==> config.mk <==
export PLATFORM = sky130hd
export DESIGN_NAME = servo_status_display
export DESIGN_NICKNAME = d
export VERILOG_FILES = /design/src/rtl/ssd_pkg.sv /design/src/rtl/servo_status_display.sv /design/src/rtl/ssd_seg_enc.sv
export SDC_FILE = /design/constraint.sdc
export NUM_CORES = 1
export LEC_CHECK = 0
export BUFFER_PORTS_ARGS = -buffer_cell sky130_fd_sc_hd__buf_2
export CAP_MARGIN = 15
export CORE_ASPECT_RATIO = 1.4
export CORE_MARGIN = 4
export CORE_UTILIZATION = 23
export CTS_CLUSTER_SIZE = 24
export DETAILED_ROUTE_END_ITERATION = 12
export GPL_ROUTABILITY_DRIVEN = 0
export HOLD_SLACK_MARGIN = 0.02
export SLEW_MARGIN = 20
export SYNTH_ARGS = -nofsm -noshare
export SYNTH_HDL_FRONTEND = slang
export SYNTH_SLANG_ARGS = --single-unit
export TNS_END_PERCENT = 20
==> constraint.sdc <==
create_clock -name sys_clk -period 7.35 [get_ports sys_clk]
set_clock_uncertainty 0.1 [all_clocks]
set_input_delay 0.3675 -clock sys_clk [delete_from_list [all_inputs] [get_ports sys_clk]]
set_output_delay 0.3675 -clock sys_clk [all_outputs]
set_load 0.01 [all_outputs]
==> src/rtl/ssd_pkg.sv <==
// Purpose: shared constants for the servo status display
// Assumes: 200 MHz system clock
// Notes:   glyph codes 0x00..0x0F are hex digits, 0x10 is blank
package ssd_pkg;

	// --------------------------------------------------------------
	// clock and timing
	// --------------------------------------------------------------
	localparam longint unsigned CLK_HZ          = 64'd200_000_000;
	localparam longint unsigned READY_HOLD_S    = 64'd2;
	localparam longint unsigned READY_HOLD_CYC  = READY_HOLD_S * CLK_HZ;
	localparam longint unsigned FLICKER_MS      = 64'd250;
	localparam longint unsigned FLICKER_CYC     = (FLICKER_MS * CLK_HZ) / 64'd1000;

	// --------------------------------------------------------------
	// register map (byte addresses) and fields
	// --------------------------------------------------------------
	localparam logic [7:0]  REG_CTRL        = 8'h00;
	localparam logic [7:0]  REG_STATUS      = 8'h04;
	localparam logic [7:0]  REG_DISP        = 8'h08;
	localparam int          CTRL_STN_MSB    = 6;
	localparam logic [6:0]  CTRL_STN_RESET  = 7'h01;
	localparam logic [6:0]  STN_TEST        = 7'h00;
	localparam logic [7:0]  WARN_EXCL_CODE  = 8'hE6;

	// --------------------------------------------------------------
	// glyphs and segment table (gfedcba)
	// --------------------------------------------------------------
	localparam logic [4:0]  GLY_A           = 5'h0A;
	localparam logic [4:0]  GLY_B           = 5'h0B;
	localparam logic [4:0]  GLY_C           = 5'h0C;
	localparam logic [4:0]  GLY_D           = 5'h0D;
	localparam logic [4:0]  GLY_8           = 5'h08;
	localparam logic [4:0]  GLY_0           = 5'h00;
	localparam logic [4:0]  GLY_BLANK       = 5'h10;
	localparam logic [6:0]  SEG_TAB [0:16]  = '{7'h3F, 7'h06, 7'h5B, 7'h4F, 7'h66, 7'h6D, 7'h7D, 7'h07,
	                                            7'h7F, 7'h6F, 7'h77, 7'h7C, 7'h39, 7'h5E, 7'h79, 7'h71,
	                                            7'h00};
	localparam logic [2:0]  DP_ALL          = 3'h7;
	localparam logic [2:0]  DP_SECOND       = 3'h2;
	localparam logic [2:0]  DP_TRAIL        = 3'h4;

	// --------------------------------------------------------------
	// display sequence states
	// --------------------------------------------------------------
	typedef enum logic [3:0] {
		ST_NOTRDY = 4'h1,
		ST_WAIT   = 4'h2,
		ST_READY  = 4'h4,
		ST_RUN    = 4'h8
	} ssd_state_t;

endpackage

==> src/rtl/servo_status_display.sv <==
// Purpose: three digit seven segment status display of a servo drive
// Assumes: status inputs synchronous to sys_clk; Wishbone classic slave
// Notes:   digit 0 is the leftmost (letter) digit
//
// Design decisions made here: the Wishbone register port and the placing of the registers.
`timescale 1ns/1ps
`default_nettype none
// Behaviour
// - b plus station until fieldbus link up
// - ready shows d plus station two seconds
// - initializing or servo off shows C plus station
// - after two seconds show executing point table
// - alarm or warning shows A plus code
// - watchdog error shows 888, all segments
// - warning with servo on flickers second dp, except code E6
// - station code 00 in test, else station
// - test mode b00. or motorless d00.
module servo_status_display
	import ssd_pkg::*;
#(
	parameter int unsigned READY_HOLD_CYCLES = 32'(READY_HOLD_CYC),
	parameter int unsigned FLICKER_CYCLES    = 32'(FLICKER_CYC)
)(
	// clock and reset
	input  wire logic        sys_clk,
	input  wire logic        nrst,
	// wishbone slave
	input  wire logic        wb_cyc_i,
	input  wire logic        wb_stb_i,
	input  wire logic        wb_we_i,
	input  wire logic [7:0]  wb_adr_i,
	input  wire logic [3:0]  wb_sel_i,
	input  wire logic [31:0] wb_dat_i,
	output logic      [31:0] wb_dat_o,
	output logic             wb_ack_o,
	// drive status
	input  wire logic        commUp,
	input  wire logic        initDone,
	input  wire logic        servoOn,
	input  wire logic        alarmActive,
	input  wire logic        warningActive,
	input  wire logic [7:0]  alarmCode,
	input  wire logic        cpuWdogErr,
	input  wire logic        testMode,
	input  wire logic        testMotorless,
	input  wire logic [7:0]  pointTable,
	// display
	output logic      [6:0]  segDig0,
	output logic      [6:0]  segDig1,
	output logic      [6:0]  segDig2,
	output logic      [2:0]  dpOut
);

	// ------------------------------------------------------------------
	// helpers
	// ------------------------------------------------------------------
	function automatic logic [11:0] toBcd(input logic [7:0] bin);
		logic [11:0] acc;
		acc = 12'h000;
		for (int i = 7; i >= 0; i--) begin
			if (acc[3:0] > 4'h4) begin
				acc[3:0] = acc[3:0] + 4'h3;
			end
			if (acc[7:4] > 4'h4) begin
				acc[7:4] = acc[7:4] + 4'h3;
			end
			acc = {acc[10:0], bin[i]};
		end
		return acc;
	endfunction

	// ------------------------------------------------------------------
	// state
	// ------------------------------------------------------------------
	ssd_state_t  stateR,   stateNxt;
	logic [31:0] holdCntR, holdCntNxt;
	logic [31:0] flkCntR,  flkCntNxt;
	logic        flkR,     flkNxt;
	logic [6:0]  stnR,     stnNxt;
	logic        ackR,     ackNxt;
	logic [31:0] rdatR,    rdatNxt;
	logic [4:0]  gly0R, gly1R, gly2R;
	logic [4:0]  gly0Nxt, gly1Nxt, gly2Nxt;
	logic [2:0]  dpR,      dpNxt;
	logic [6:0]  seg0Nxt, seg1Nxt, seg2Nxt;
	logic [6:0]  seg0R, seg1R, seg2R;
	logic [11:0] stnBcd;
	logic [11:0] ptBcd;
	logic        showFlk;

	// ------------------------------------------------------------------
	// display sequence
	// ------------------------------------------------------------------
	always_comb begin
		stateNxt   = stateR;
		holdCntNxt = 32'h0000_0000;
		if (!initDone || alarmActive) begin
			stateNxt = ST_NOTRDY;
		end else if (!commUp) begin
			stateNxt = ST_WAIT;
		end else if (!servoOn) begin
			stateNxt = ST_NOTRDY;
		end else begin
			unique case (stateR)
				ST_READY: begin
					if (holdCntR >= READY_HOLD_CYCLES - 32'd1) begin
						stateNxt = ST_RUN;
					end else begin
						holdCntNxt = holdCntR + 32'd1;
					end
				end
				ST_RUN: begin
					stateNxt = ST_RUN;
				end
				default: begin
					stateNxt = ST_READY;
				end
			endcase
		end
	end

	always_comb begin
		if (flkCntR >= FLICKER_CYCLES - 32'd1) begin
			flkCntNxt = 32'h0000_0000;
			flkNxt    = ~flkR;
		end else begin
			flkCntNxt = flkCntR + 32'd1;
			flkNxt    = flkR;
		end
	end

	// ------------------------------------------------------------------
	// glyph selection
	// ------------------------------------------------------------------
	assign stnBcd  = toBcd({1'b0, testMode ? STN_TEST : stnR});
	assign ptBcd   = toBcd(pointTable);
	assign showFlk = warningActive && !alarmActive && servoOn && (alarmCode != WARN_EXCL_CODE);

	always_comb begin
		gly0Nxt = GLY_C;
		gly1Nxt = {1'b0, stnBcd[7:4]};
		gly2Nxt = {1'b0, stnBcd[3:0]};
		dpNxt   = 3'h0;
		if (cpuWdogErr) begin
			gly0Nxt = GLY_8;
			gly1Nxt = GLY_8;
			gly2Nxt = GLY_8;
			dpNxt   = DP_ALL;
		end else if (alarmActive || warningActive) begin
			gly0Nxt = GLY_A;
			gly1Nxt = {1'b0, alarmCode[7:4]};
			gly2Nxt = {1'b0, alarmCode[3:0]};
			dpNxt   = (showFlk && flkR) ? DP_SECOND : 3'h0;
		end else if (testMode) begin
			gly0Nxt = testMotorless ? GLY_D : GLY_B;
			dpNxt   = DP_TRAIL;
		end else begin
			unique case (stateR)
				ST_WAIT:  gly0Nxt = GLY_B;
				ST_READY: gly0Nxt = GLY_D;
				ST_RUN: begin
					gly0Nxt = {1'b0, ptBcd[11:8]};
					gly1Nxt = {1'b0, ptBcd[7:4]};
					gly2Nxt = {1'b0, ptBcd[3:0]};
				end
				default:  gly0Nxt = GLY_C;
			endcase
		end
	end

	ssd_seg_enc uEnc0 (.glyph(gly0Nxt), .seg(seg0Nxt));
	ssd_seg_enc uEnc1 (.glyph(gly1Nxt), .seg(seg1Nxt));
	ssd_seg_enc uEnc2 (.glyph(gly2Nxt), .seg(seg2Nxt));

	// ------------------------------------------------------------------
	// wishbone slave
	// ------------------------------------------------------------------
	always_comb begin
		ackNxt  = wb_cyc_i && wb_stb_i && !ackR;
		stnNxt  = stnR;
		rdatNxt = 32'h0000_0000;
		if (wb_cyc_i && wb_stb_i && ackR && wb_we_i && wb_sel_i[0] && wb_adr_i == REG_CTRL) begin
			stnNxt = wb_dat_i[CTRL_STN_MSB:0];
		end
		unique case (wb_adr_i)
			REG_CTRL:   rdatNxt = {25'h0, stnR};
			REG_STATUS: rdatNxt = {24'h0, flkR, dpR, stateR};
			REG_DISP:   rdatNxt = {17'h0, gly2R, gly1R, gly0R};
			default:    rdatNxt = 32'h0000_0000;
		endcase
	end

	// ------------------------------------------------------------------
	// registers
	// ------------------------------------------------------------------
	always_ff @(posedge sys_clk or negedge nrst) begin
		if (!nrst) begin
			stateR   <= ST_NOTRDY;
			holdCntR <= 32'h0000_0000;
			flkCntR  <= 32'h0000_0000;
			flkR     <= 1'b0;
			stnR     <= CTRL_STN_RESET;
			ackR     <= 1'b0;
			rdatR    <= 32'h0000_0000;
			gly0R    <= GLY_BLANK;
			gly1R    <= GLY_BLANK;
			gly2R    <= GLY_BLANK;
			dpR      <= 3'h0;
			seg0R    <= 7'h00;
			seg1R    <= 7'h00;
			seg2R    <= 7'h00;
		end else begin
			stateR   <= stateNxt;
			holdCntR <= holdCntNxt;
			flkCntR  <= flkCntNxt;
			flkR     <= flkNxt;
			stnR     <= stnNxt;
			ackR     <= ackNxt;
			rdatR    <= rdatNxt;
			gly0R    <= gly0Nxt;
			gly1R    <= gly1Nxt;
			gly2R    <= gly2Nxt;
			dpR      <= dpNxt;
			seg0R    <= seg0Nxt;
			seg1R    <= seg1Nxt;
			seg2R    <= seg2Nxt;
		end
	end

	assign wb_ack_o = ackR;
	assign wb_dat_o = rdatR;
	assign segDig0  = seg0R;
	assign segDig1  = seg1R;
	assign segDig2  = seg2R;
	assign dpOut    = dpR;

	// ------------------------------------------------------------------
	// assertions
	// ------------------------------------------------------------------
	a_wait_letter_b: assert property (@(posedge sys_clk) disable iff (!nrst)
		initDone && !alarmActive && !commUp
		##1 !cpuWdogErr && !alarmActive && !warningActive && !testMode && initDone && !commUp
		|=> gly0R == GLY_B && gly1R == {1'b0, $past(stnBcd[7:4])})
		else $error("waiting link not shown as b");

	a_ready_hold_d: assert property (@(posedge sys_clk) disable iff (!nrst)
		$rose(stateR == ST_RUN) |-> $past(stateR) == ST_READY && $past(holdCntR) == READY_HOLD_CYCLES - 32'd1)
		else $error("run entered before ready hold elapsed");

	a_notready_c: assert property (@(posedge sys_clk) disable iff (!nrst)
		!cpuWdogErr && !warningActive && !testMode && !alarmActive && stateR == ST_NOTRDY
		|=> gly0R == GLY_C)
		else $error("not ready not shown as C");

	a_run_table_no: assert property (@(posedge sys_clk) disable iff (!nrst)
		stateR == ST_RUN && !cpuWdogErr && !alarmActive && !warningActive && !testMode
		|=> {gly0R[3:0], gly1R[3:0], gly2R[3:0]} == $past(ptBcd))
		else $error("point table number not shown");

	a_alarm_code: assert property (@(posedge sys_clk) disable iff (!nrst)
		!cpuWdogErr && alarmActive |=> gly0R == GLY_A && gly2R == {1'b0, $past(alarmCode[3:0])})
		else $error("alarm code not shown");

	a_wdog_eights: assert property (@(posedge sys_clk) disable iff (!nrst)
		cpuWdogErr |=> segDig0 == 7'h7F && segDig1 == 7'h7F && segDig2 == 7'h7F && dpOut == DP_ALL)
		else $error("watchdog error not shown as 888");

	a_flicker_dp: assert property (@(posedge sys_clk) disable iff (!nrst)
		!cpuWdogErr && !alarmActive && warningActive && alarmCode == WARN_EXCL_CODE |=> dpOut == 3'h0)
		else $error("excluded warning lit decimal point");

	a_test_station: assert property (@(posedge sys_clk) disable iff (!nrst)
		!cpuWdogErr && !alarmActive && !warningActive && testMode
		|=> gly1R == GLY_0 && gly2R == GLY_0 && dpOut == DP_TRAIL)
		else $error("test mode indication wrong");

	a_reset_notready: assert property (@(posedge sys_clk) disable iff (!nrst)
		!initDone |=> stateR == ST_NOTRDY)
		else $error("left not ready before init done");

endmodule
`default_nettype wire

==> src/rtl/ssd_seg_enc.sv <==
// Purpose: glyph code to seven segment pattern
// Assumes: codes above blank show nothing
// Notes:   purely combinational
`timescale 1ns/1ps
`default_nettype none
module ssd_seg_enc
	import ssd_pkg::*;
(
	// glyph in
	input  wire logic [4:0] glyph,
	// segments out, gfedcba
	output logic      [6:0] seg
);

	always_comb begin
		if (glyph <= GLY_BLANK) begin
			seg = SEG_TAB[glyph];
		end else begin
			seg = SEG_TAB[GLY_BLANK];
		end
	end

endmodule
`default_nettype wire
==> qor.csv, run 1 <==
metric;value;unit
status;completed;
rsz0062_at_grt;no;
post-route-util;28.0;%
crit_buf_inv;5;
switching_share;24.1;%
clkPwrFrac;49.2;%
p_leak;3.87;nW
timing.final.ws_setup;1.63;ns
tightest_slew;1.04;ns
worstPathMaxFanout;6;
hold_class;in -> reg;
cpPeakStageDelay;0.43;ns
worst_setup_path_end_kind;register;
drcViolationCount;0;
synth-edff-count;0;
postPlaceCellArea;8180;sq um
synth.most_common_cell;dfrtp_1;
min_from;servoOn;
stdcell_count;1279;
start_kind;register;
cp.arrival;5.93;ns
place_inst;1244;
ctsRootBufferMaster;clkbuf_16;
synth_flop_cell;dfrtp_1;
postRouteAntennaNets;0;
dr_total_vias;5701;
core;31600;sq um
hold_ws;0.0665;ns
htreeDepth;4;
cts_setup_buffers;0;
fin_crit;5.72;ns
stdcell_area;8860;sq um
cap_violations;0;
yosysWarningCount;0;
via_per_inst;4.46;
drt_iter0_drc;319;
worstPathRequired;7.57;ns
fin_nets;985;
cts_tree;built;
io_pins;130;
regToRegSetupSlack;1.63;ns
p_sw;456;uW
crit_type;reg -> reg;
clkTransAtPathRegs;0.06;ns
max_slew_margin;30.1;%
grt_max_degree;77;
power;1.89;mW
syn2layout_area_growth;20.3;%
first_pass_iters;4;
holdPathStages;2;
antenna_found_initial;2;
min_to;stateR[0];
ys_top_cells_by_area;dfrtp_1, ha_1, nor2_1, xor2_1, xnor2_1;
synthTopCellsByCount;dfrtp_1, nor2_1, nand2_1, ha_1, xor2_1;
hold_violations;0;
setup_viol;0;
slew_viol_final;0;
yosys.area.top_type;dfrtp_1;
die_area;35000;sq um
worstSkewPairLatency;0.41;ns
dp_hpwl;13800;um
postSynthAreaPerCell;9.47;sq um
dieHeight;220;um
tns;0;ns
async_flop_share;100;%
reg2reg_to;segDig2[0];
syn-instance-count;778;
fmax;175;MHz
wirelength;17900;um
reg2reg_from;stnR[4];
worst_path_most_repeated_cell;ha_1;
clockBufferDepth;2;
wl_per_cell;14.0;um
synth_top_area_share;42.5;%
start_util;23.3;%
track_usage;10.2;%
synth_area;7370;sq um
p_seq_share;39.0;%
ys_seq_elements;128;
cpMaxStageDelayCell;dfrtp_1;
io_buffers;84;
drive_gt1_share;17.2;%
p_int;1.43;mW
synth_cell_types;72;
grt_pass1_vias;5749;
critical-path-top-delay-family;adder cells;
die_width;159;um
ir_drop;161;uV
dp_worst_setup_slack;1.57;ns
p_comb_share;11.8;%
r2r_cells;25;
grt_pass1_wl;28600;um
overflow;0;
power.density;213;nW/um^2
synth_seq_area_share;43.5;%
placementRows;77;
fin_crit_sh;77.8;%
cts_sinks;128;
numCtsBuffers;17;
==> repair_timing <==
| item | in CTS | in global routing |
|---|---|---|
| resized for setup | 0 | 0 |
| hold buffers | 1 | 0 |
| hold endpoints to repair | 13 | 0 |
| endpoints found under the setup margin | 0 | 0 |
==> layout by cell type (no fill, tap or decap), types with 5 or more instances in the layout <==
| master | n |
|---|---|
| buf_4 | 5 |
| buf_2 | 83 |
| ha_1 | 43 |
| conb_1 | 27 |
| xnor2_1 | 28 |
| mux2_2 | 15 |
| bufinv_16 | 5 |
| o211ai_1 | 9 |
| nor2_1 | 120 |
| mux2i_1 | 22 |
| inv_1 | 34 |
| o21ai_0 | 23 |
| a31oi_1 | 7 |
| nand3_1 | 31 |
| nand4_1 | 8 |
| a22oi_1 | 7 |
| nand2b_1 | 10 |
| clkbuf_16 | 17 |
| nand2_1 | 51 |
| and3_1 | 12 |
| and2_1 | 12 |
| a21oi_1 | 34 |
| nor2b_1 | 12 |
| nor3_1 | 15 |
| xor2_1 | 38 |
| dfrtp_1 | 125 |
==> state kept, by name (all words and copies together) (netlist names), 5 cells and up <==
name,cells
flkCntR,32
holdCntR,32
wb_dat_o,14
segDig0,7
segDig1,7
segDig2,7
stnR,7
gly0R,5
==> worst register-to-register path, cell delays in order (launching register included) <==
cell	delay, ns
dfrtp_1	0.43
nor2b_1	0.29
inv_1	0.10
ha_1	0.23
inv_1	0.06
ha_1	0.28
xnor2_1	0.17
ha_1	0.27
or3b_1	0.36
o311a_1	0.17
xor2_1	0.25
inv_1	0.10
ha_1	0.25
o21ai_0	0.22
xnor2_1	0.19
ha_1	0.25
inv_1	0.07
a21o_1	0.18
xnor2_1	0.15
a21oi_1	0.14
o21ai_0	0.09
o211ai_1	0.29
inv_1	0.21
ha_1	0.28
or3_1	0.39
o221ai_1	0.09
==> routing by layer <==
layer / vias to the layer above / part of all wire (%) / global-route usage [%]
met2: 136 / 50 / 18.2
li1: 2806 / - / -
met5: - / 0.073 / 0
met4: 2 / 4.1 / 5.44
met3: 40 / 4.0 / 2.10
met1: 2717 / 41 / 11.4
==> area by class of cell <==
type                    count  area (sq um)
clock inverters            12           208
fillers                  3323         22700
clock buffers              20           457
repair buffers             89           463
flip-flops and latches    128          3210
multi-input cells         598          3900
diodes                      2          5.00
inverters                  35           131
well taps                 395           494
==> cells by family (layout without fill, tap and decap cells) <==
family | after synthesis | count (layout) | synth area share [%]
multiplexers | 38 | 38 | 5.49
AO/OA/AOI/OAI | 122 | 122 | 10.9
buffers and inverters | 78 | 156 | 5.03
AND/OR/NAND/NOR | 301 | 301 | 19.6
XOR/XNOR | 67 | 67 | 8.07
other | 1 | 29 | 0.0509
adder cells (fa/ha/maj) | 43 | 43 | 7.30
flip-flops | 128 | 128 | 43.5
==> worst max-delay path by stage <==
stage / from / endpoint / cells past startpoint
after floorplan: pointTable[5] / segDig1[0] / 25
after global placement: testMode / segDig2[5] / 26
after detailed placement: testMode / segDig2[0] / 26
after CTS: stnR[4] / segDig2[0] / 25
after global routing: stnR[4] / segDig2[0] / 25
final: stnR[4] / segDig2[0] / 25
==> power groups by stage <==
stage / clock, mW / sequential [mW] / combinational [mW]
finish: 0.929 / 0.737 / 0.223
global route: 0.977 / 0.739 / 0.250
CTS: 0.950 / 0.737 / 0.225
detailed placement: 0 / 0.750 / 0.223
global placement: 0 / 0.749 / 0.219
floorplan: 0 / 0.750 / 0.150
(Power assumes the default switching activity.)
==> run 2, diff against run 1 <==
==> constraint.sdc (replaced) <==
create_clock -name sys_clk -period 5.95 [get_ports sys_clk]
set_clock_uncertainty 0.1 [all_clocks]
set_input_delay 0.2975 -clock sys_clk [delete_from_list [all_inputs] [get_ports sys_clk]]
set_output_delay 0.2975 -clock sys_clk [all_outputs]
set_load 0.01 [all_outputs]
==> run 2 against run 1 <==
Against the previous run: via count decreased by 0.35%; global-route usage increased by 0.11 points; worst hold slack improved by 0.020 ns; largest cell class unchanged; non-clock buffer count increased by 13; flip-flop and latch count unchanged; worst setup slack got worse by 0.99 ns; cell area increased by 1.2%; sequential share of layout area decreased by 0.42 points; critical endpoint unchanged; combinational power increased by 26%; largest power group unchanged; first-iteration DRC count increased by 5.3%; clock-buffer cell count decreased by 2.
==> qor.csv, run 2 (synthesis results as in run 1) <==
metric;value;unit;change
status;completed;;unchanged
postPlaceCellArea;8180;sq um;about the same
start_kind;register;;unchanged
final_common_cell;dfrtp_1;;unchanged
via_per_inst;4.40;;was 4.46
top_layer_used;met5;;unchanged
fin_crit;5.31;ns;was 5.72 ns
regToRegSetupSlack;0.64;ns;was 1.63 ns
dieHeight;220;um;unchanged
syn2layout_area_growth;21.7;%;was 20.3%
htreeDepth;4;;unchanged
cap_violations;0;;unchanged
hold_class;in -> reg;;unchanged
dp_hpwl;13700;um;was 13800 um
ir_drop;193;uV;was 161 uV
placementRows;77;;unchanged
drcViolationCount;0;;unchanged
crit_type;reg -> reg;;unchanged
first_pass_iters;6;;was 4
worstPathRequired;6.19;ns;was 7.57 ns
cpMaxStageDelayCell;dfrtp_1;;unchanged
wl_per_cell;13.8;um;was 14.0 um
dr_total_vias;5681;;was 5701
cts_sinks;128;;unchanged
stdcell_area;8960;sq um;was 8860 sq um
start_util;23.3;%;unchanged
drt_iter0_drc;336;;was 319
tightest_slew;0.993;ns;was 1.04 ns
slew_viol_final;0;;unchanged
critical-path-top-delay-family;adder cells;;unchanged
cp.arrival;5.54;ns;was 5.93 ns
holdPathStages;3;;was 2
route.met2.wl;9180;um;was 9030 um
power.density;259;nW/um^2;was 213 nW/um^2
crit_buf_inv;5;;unchanged
met1_length;7560;um;was 7400 um
core;31600;sq um;unchanged
fillers;3334;;was 3323
hold_violations;0;;unchanged
io_buffers;84;;unchanged
grt_pass1_vias;5601;;was 5749
worstSkewPairLatency;0.42;ns;was 0.41 ns
fin_nets;998;;was 985
worstPathMaxFanout;6;;unchanged
max_slew_margin;33.4;%;was 30.1%
drive_gt1_share;17.3;%;was 17.2%
die_width;159;um;unchanged
tns;0;ns;unchanged
numCtsBuffers;17;;unchanged
cts_tree;built;;unchanged
ctsRootBufferMaster;clkbuf_16;;unchanged
grt_pass1_wl;28700;um;was 28600 um
fmax;188;MHz;was 175 MHz
cpPeakStageDelay;0.40;ns;was 0.43 ns
overflow;0;;unchanged
wl_met3;618;um;was 716 um
worst_setup_path_end_kind;register;;unchanged
grt_max_degree;76;;was 77
hold_ws;0.0864;ns;was 0.0665 ns
clkTransAtPathRegs;0.06;ns;about the same
clockBufferDepth;2;;unchanged
setup_viol;0;;unchanged
die_area;35000;sq um;unchanged
wirelength;17900;um;about the same
track_usage;10.3;%;was 10.2%
io_pins;130;;unchanged
antenna_found_initial;4;;was 2
fin_crit_sh;89.2;%;was 77.8%
p_leak;3.91;nW;was 3.87 nW
r2r_cells;25;;unchanged
postRouteAntennaNets;0;;unchanged
layout_common_cells;dfrtp_1, nor2_1, buf_2, nand2_1, ha_1;;unchanged
cp.depth;25;;unchanged
rsz0062_at_grt;no;;unchanged
[run 2: cell types whose count changed in the layout (fill, tap and decap cells not counted), sizes merged]
cell	delta
inv	+2
clkinv	-1
clkbuf	-2
buf	+2
dlygate4sd3	+11
clkinvlp	+1
[run 2: per-layer routing]
| layer | track usage, % | up-vias |
|---|---|---|
| li1 | - | 2827 |
| met4 | 4.92 | 4 |
| met1 | 11.8 | 2711 |
| met5 | 0 | - |
| met3 | 2.17 | 29 |
| met2 | 18.3 | 110 |
[run 2: per-stage QoR]
step                instances  setup slack, ns  utilization [%]  power (mW)
floorplan                 804            0.945                -        1.11
global placement         1245            0.413             25.9        1.20
detailed placement       1245            0.297             25.9        1.20
CTS                      1289            0.337             28.3        2.35
global route             1292           0.0706             28.4        2.41
finish                   1292            0.643             28.4        2.32
[run 2: worst paths after layout]
kind,startpoint,end
setup reg to reg,stnR[4],segDig2[0]
hold / removal,commUp,stateR[1]
hold reg to reg,gly2R[1],wb_dat_o[11]
max in group asynchronous,nrst,flkCntR[16]
setup / recovery,stnR[4],segDig2[0]
min in group asynchronous,nrst,wb_dat_o[12]
[run 2: tightest hold or removal path: cells and delay by family]
family                 cells  cell delay [ns]
AND/OR/NAND/NOR            1             0.12
buffers and inverters      2             0.14
[run 2: area by class of cell]
type / instances / area (sq um) / area share, %
sequential: 128 / 3210 / 35.8
antenna: 2 / 5.00 / 0.0558
tap: 395 / 494 / 5.51
clock inverter: 14 / 213 / 2.37
timing repair buffer: 102 / 588 / 6.56
clock buffer: 18 / 429 / 4.79
multi-input combinational: 598 / 3900 / 43.5
inverter: 35 / 131 / 1.47
[run 2: what timing repair did]
| action | CTS | global route |
|---|---|---|
| resized for setup | 0 | 2 |
| endpoints found under the hold margin | 82 | 0 |
| hold buffers | 12 | 0 |
| buffers inserted | 0 | 1 |
| endpoints found under the setup margin | 0 | 5 |
[run 2: power breakdown]
part           switching [mW]  internal, mW
Clock                   0.387         0.742
Sequential             0.0165         0.896
Combinational           0.168         0.112
==> run 3, diff against run 2 <==
--- a/config.mk
+++ b/config.mk
@@ -14,6 +14,8 @@
 export DETAILED_ROUTE_END_ITERATION = 12
 export GPL_ROUTABILITY_DRIVEN = 0
 export HOLD_SLACK_MARGIN = 0.02
+export MAX_ROUTING_LAYER = met4
+export PLACE_DENSITY_LB_ADDON = 0.1
 export SLEW_MARGIN = 20
 export SYNTH_ARGS = -nofsm -noshare
 export SYNTH_HDL_FRONTEND = slang
==> constraint.sdc (replaced) <==
create_clock -name sys_clk -period 5.95 [get_ports sys_clk]
set_clock_uncertainty 0.1 [all_clocks]
set_input_delay 1.19 -clock sys_clk [delete_from_list [all_inputs] [get_ports sys_clk]]
set_output_delay 1.19 -clock sys_clk [all_outputs]
set_load 0.01 [all_outputs]
==> run 3 against run 2 <==
Against the previous run: maximum frequency is 3.4% lower; total power is 2.5% lower; sequential power about the same; sequential share of layout area decreased by 1.2 points; first-iteration DRC count down 39%; worst setup slack worse by 0.19 ns; largest power group unchanged.
==> qor.csv, run 3 (synthesis results as in run 1) <==
metric;value;unit;change
clkPwrFrac;44.8;%;was 48.7%
worstSkewPairLatency;0.43;ns;was 0.42 ns
dr_total_vias;5820;;was 5681
drt_iter0_drc;206;;was 336
power.density;244;nW/um^2;was 259 nW/um^2
worstPathRequired;6.15;ns;was 6.19 ns
cts_sinks;128;;unchanged
via_per_inst;4.32;;was 4.40
worst_setup_path_end_kind;register;;unchanged
final_common_cell;dfrtp_1;;unchanged
p_int;1.64;mW;was 1.75 mW
regToRegSetupSlack;0.93;ns;was 0.64 ns
worstPathMaxFanout;9;;was 6
core;31600;sq um;unchanged
drcViolationCount;0;;unchanged
overflow;0;;unchanged
ir_drop;204;uV;was 193 uV
worstSetupStartpoint;pointTable[6];;was stnR[4]
grt_pass1_vias;6157;;was 5601
layout_common_cells;dfrtp_1, nor2_1, buf_2, buf_4, nand2_1;;was dfrtp_1, nor2_1, buf_2, nand2_1, ha_1
reg2reg_from;stnR[4];;unchanged
hold_violations;0;;unchanged
setup_viol;0;;unchanged
p_seq_share;40.2;%;was 39.3%
max_slew_margin;37.9;%;was 33.4%
io_buffers;84;;unchanged
cts_tree;built;;unchanged
wirelength;20100;um;was 17900 um
status;completed;;unchanged
fin_crit;5.50;ns;was 5.31 ns
postPlaceCellArea;8680;sq um;was 8180 sq um
antenna_found_initial;3;;was 4
p_comb_share;15.0;%;was 12.0%
rsz0062_at_grt;no;;unchanged
clockBufferDepth;2;;unchanged
grt_max_degree;88;;was 76
htreeDepth;4;;unchanged
r2r_cells;21;;was 25
placementRows;77;;unchanged
track_usage;12.3;%;was 10.3%
postRouteAntennaNets;0;;unchanged
start_util;23.3;%;unchanged
cap_violations;0;;unchanged
wl_per_cell;14.9;um;was 13.8 um
fillers;3361;;was 3334
hold_class;reg -> reg;;was in -> reg
slew_viol_final;0;;unchanged
fin_nets;1051;;was 998
min_from;gly2R[2];;was commUp
ctsRootBufferMaster;clkbuf_16;;unchanged
dp_hpwl;15800;um;was 13700 um
fmax;182;MHz;was 188 MHz
p_leak;4.16;nW;was 3.91 nW
hold_buffers;0;;was 12
dieHeight;220;um;unchanged
fin_crit_sh;92.4;%;was 89.2%
die_area;35000;sq um;unchanged
clkTransAtPathRegs;0.06;ns;about the same
io_pins;130;;unchanged
crit_type;in -> reg;;was reg -> reg
stdcell_area;9280;sq um;was 8960 sq um
syn2layout_area_growth;25.9;%;was 21.7%
crit_end;segDig1[4];;was segDig2[0]
p_sw;625;uW;was 571 uW
post-route-util;29.4;%;was 28.4%
tightest_slew;0.927;ns;was 0.993 ns
switching_share;27.6;%;was 24.6%
die_width;159;um;unchanged
numCtsBuffers;17;;unchanged
reg2reg_to;segDig1[4];;was segDig2[0]
cp.arrival;5.70;ns;was 5.54 ns
first_pass_iters;5;;was 6
drive_gt1_share;23.1;%;was 17.3%
power;2.26;mW;was 2.32 mW
start_kind;input pin;;was register
grt_pass1_wl;32800;um;was 28700 um
run 3: cell types whose count changed in the layout (fill, tap and decap cells not counted), sizes merged:
cell         previous run  this run
clkbuf                 18        17
dlygate4sd3            12         0
buf                    90       155
diode                   2         3
bufinv                  5         1
inv                    37        43
clkinvlp                4         3
run 3: repair_timing:
action | CTS | global route
gates resized for setup | 0 | 2
setup endpoints to repair | 0 | 9
buffers inserted | 0 | 2
run 3: critical path: stages:
cell,delay (ns)
buf_2,0.12
inv_1,0.06
ha_1,0.19
inv_1,0.06
ha_1,0.33
nor2b_1,0.22
o31ai_1,0.09
buf_4,0.14
buf_4,0.12
a21oi_1,0.19
nor2_1,0.08
xnor2_1,0.14
nor2_1,0.14
inv_1,0.08
ha_1,0.19
xnor2_1,0.24
ha_1,0.23
and4b_1,0.20
a211o_1,0.30
mux2_4,0.31
a2111o_1,0.57
a211oi_1,0.41
a21oi_1,0.09
run 3: how the worst min path moves through the flow:
stage	end	slack, ns	cells past startpoint
after detailed placement	wb_dat_o[12]	0.34	1
after global placement	wb_dat_o[10]	0.34	1
after global routing	wb_dat_o[10]	0.37	1
after floorplan	wb_dat_o[10]	0.33	1
after CTS	wb_dat_o[12]	0.35	1
final	wb_dat_o[12]	0.35	1
run 3: per-layer routing:
layer / GRT usage (%) / wire length (um) / vias up
li1: - / - / 2931
met1: 13.2 / 8230 / 2793
met2: 22.5 / 10900 / 78
met3: 2.53 / 596 / 18
met4: 4.34 / 325 / 0
met5: - / 0 / -
run 3: power by group through the flow:
| stage | sequential (mW) | combinational [mW] | clock, mW |
|---|---|---|---|
| after floorplan | 0.926 | 0.186 | 0 |
| after global placement | 0.926 | 0.348 | 0 |
| after detailed placement | 0.926 | 0.347 | 0 |
| after CTS | 0.910 | 0.348 | 1.06 |
| after global routing | 0.912 | 0.383 | 1.09 |
| final | 0.909 | 0.340 | 1.01 |
run 3: cell type report:
type                            instances  area, sq um  share of cell area, %
Clock buffer                           17          425                   4.59
Clock inverter                         15          149                   1.61
Timing Repair Buffer                  155          972                   10.5
Multi-Input combinational cell        598         3890                   41.9
Antenna cell                            3         7.51                 0.0809
Sequential cell                       128         3210                   34.6
Inverter                               35          131                   1.42
Tap cell                              395          494                   5.33
run 3: through the flow:
| step | setup slack (ns) | setup TNS (ns) | hold WS (ns) | std cells |
|---|---|---|---|---|
| global placement | -0.199 | -1.59 | 0.339 | 1309 |
| detailed placement | -0.231 | -2.17 | 0.339 | 1309 |
| global route | 0.0172 | 0 | 0.368 | 1346 |
| floorplan | 0.0526 | 0 | 0.328 | 804 |
| finish | 0.454 | 0 | 0.350 | 1346 |
| CTS | 0.233 | 0 | 0.354 | 1341 |
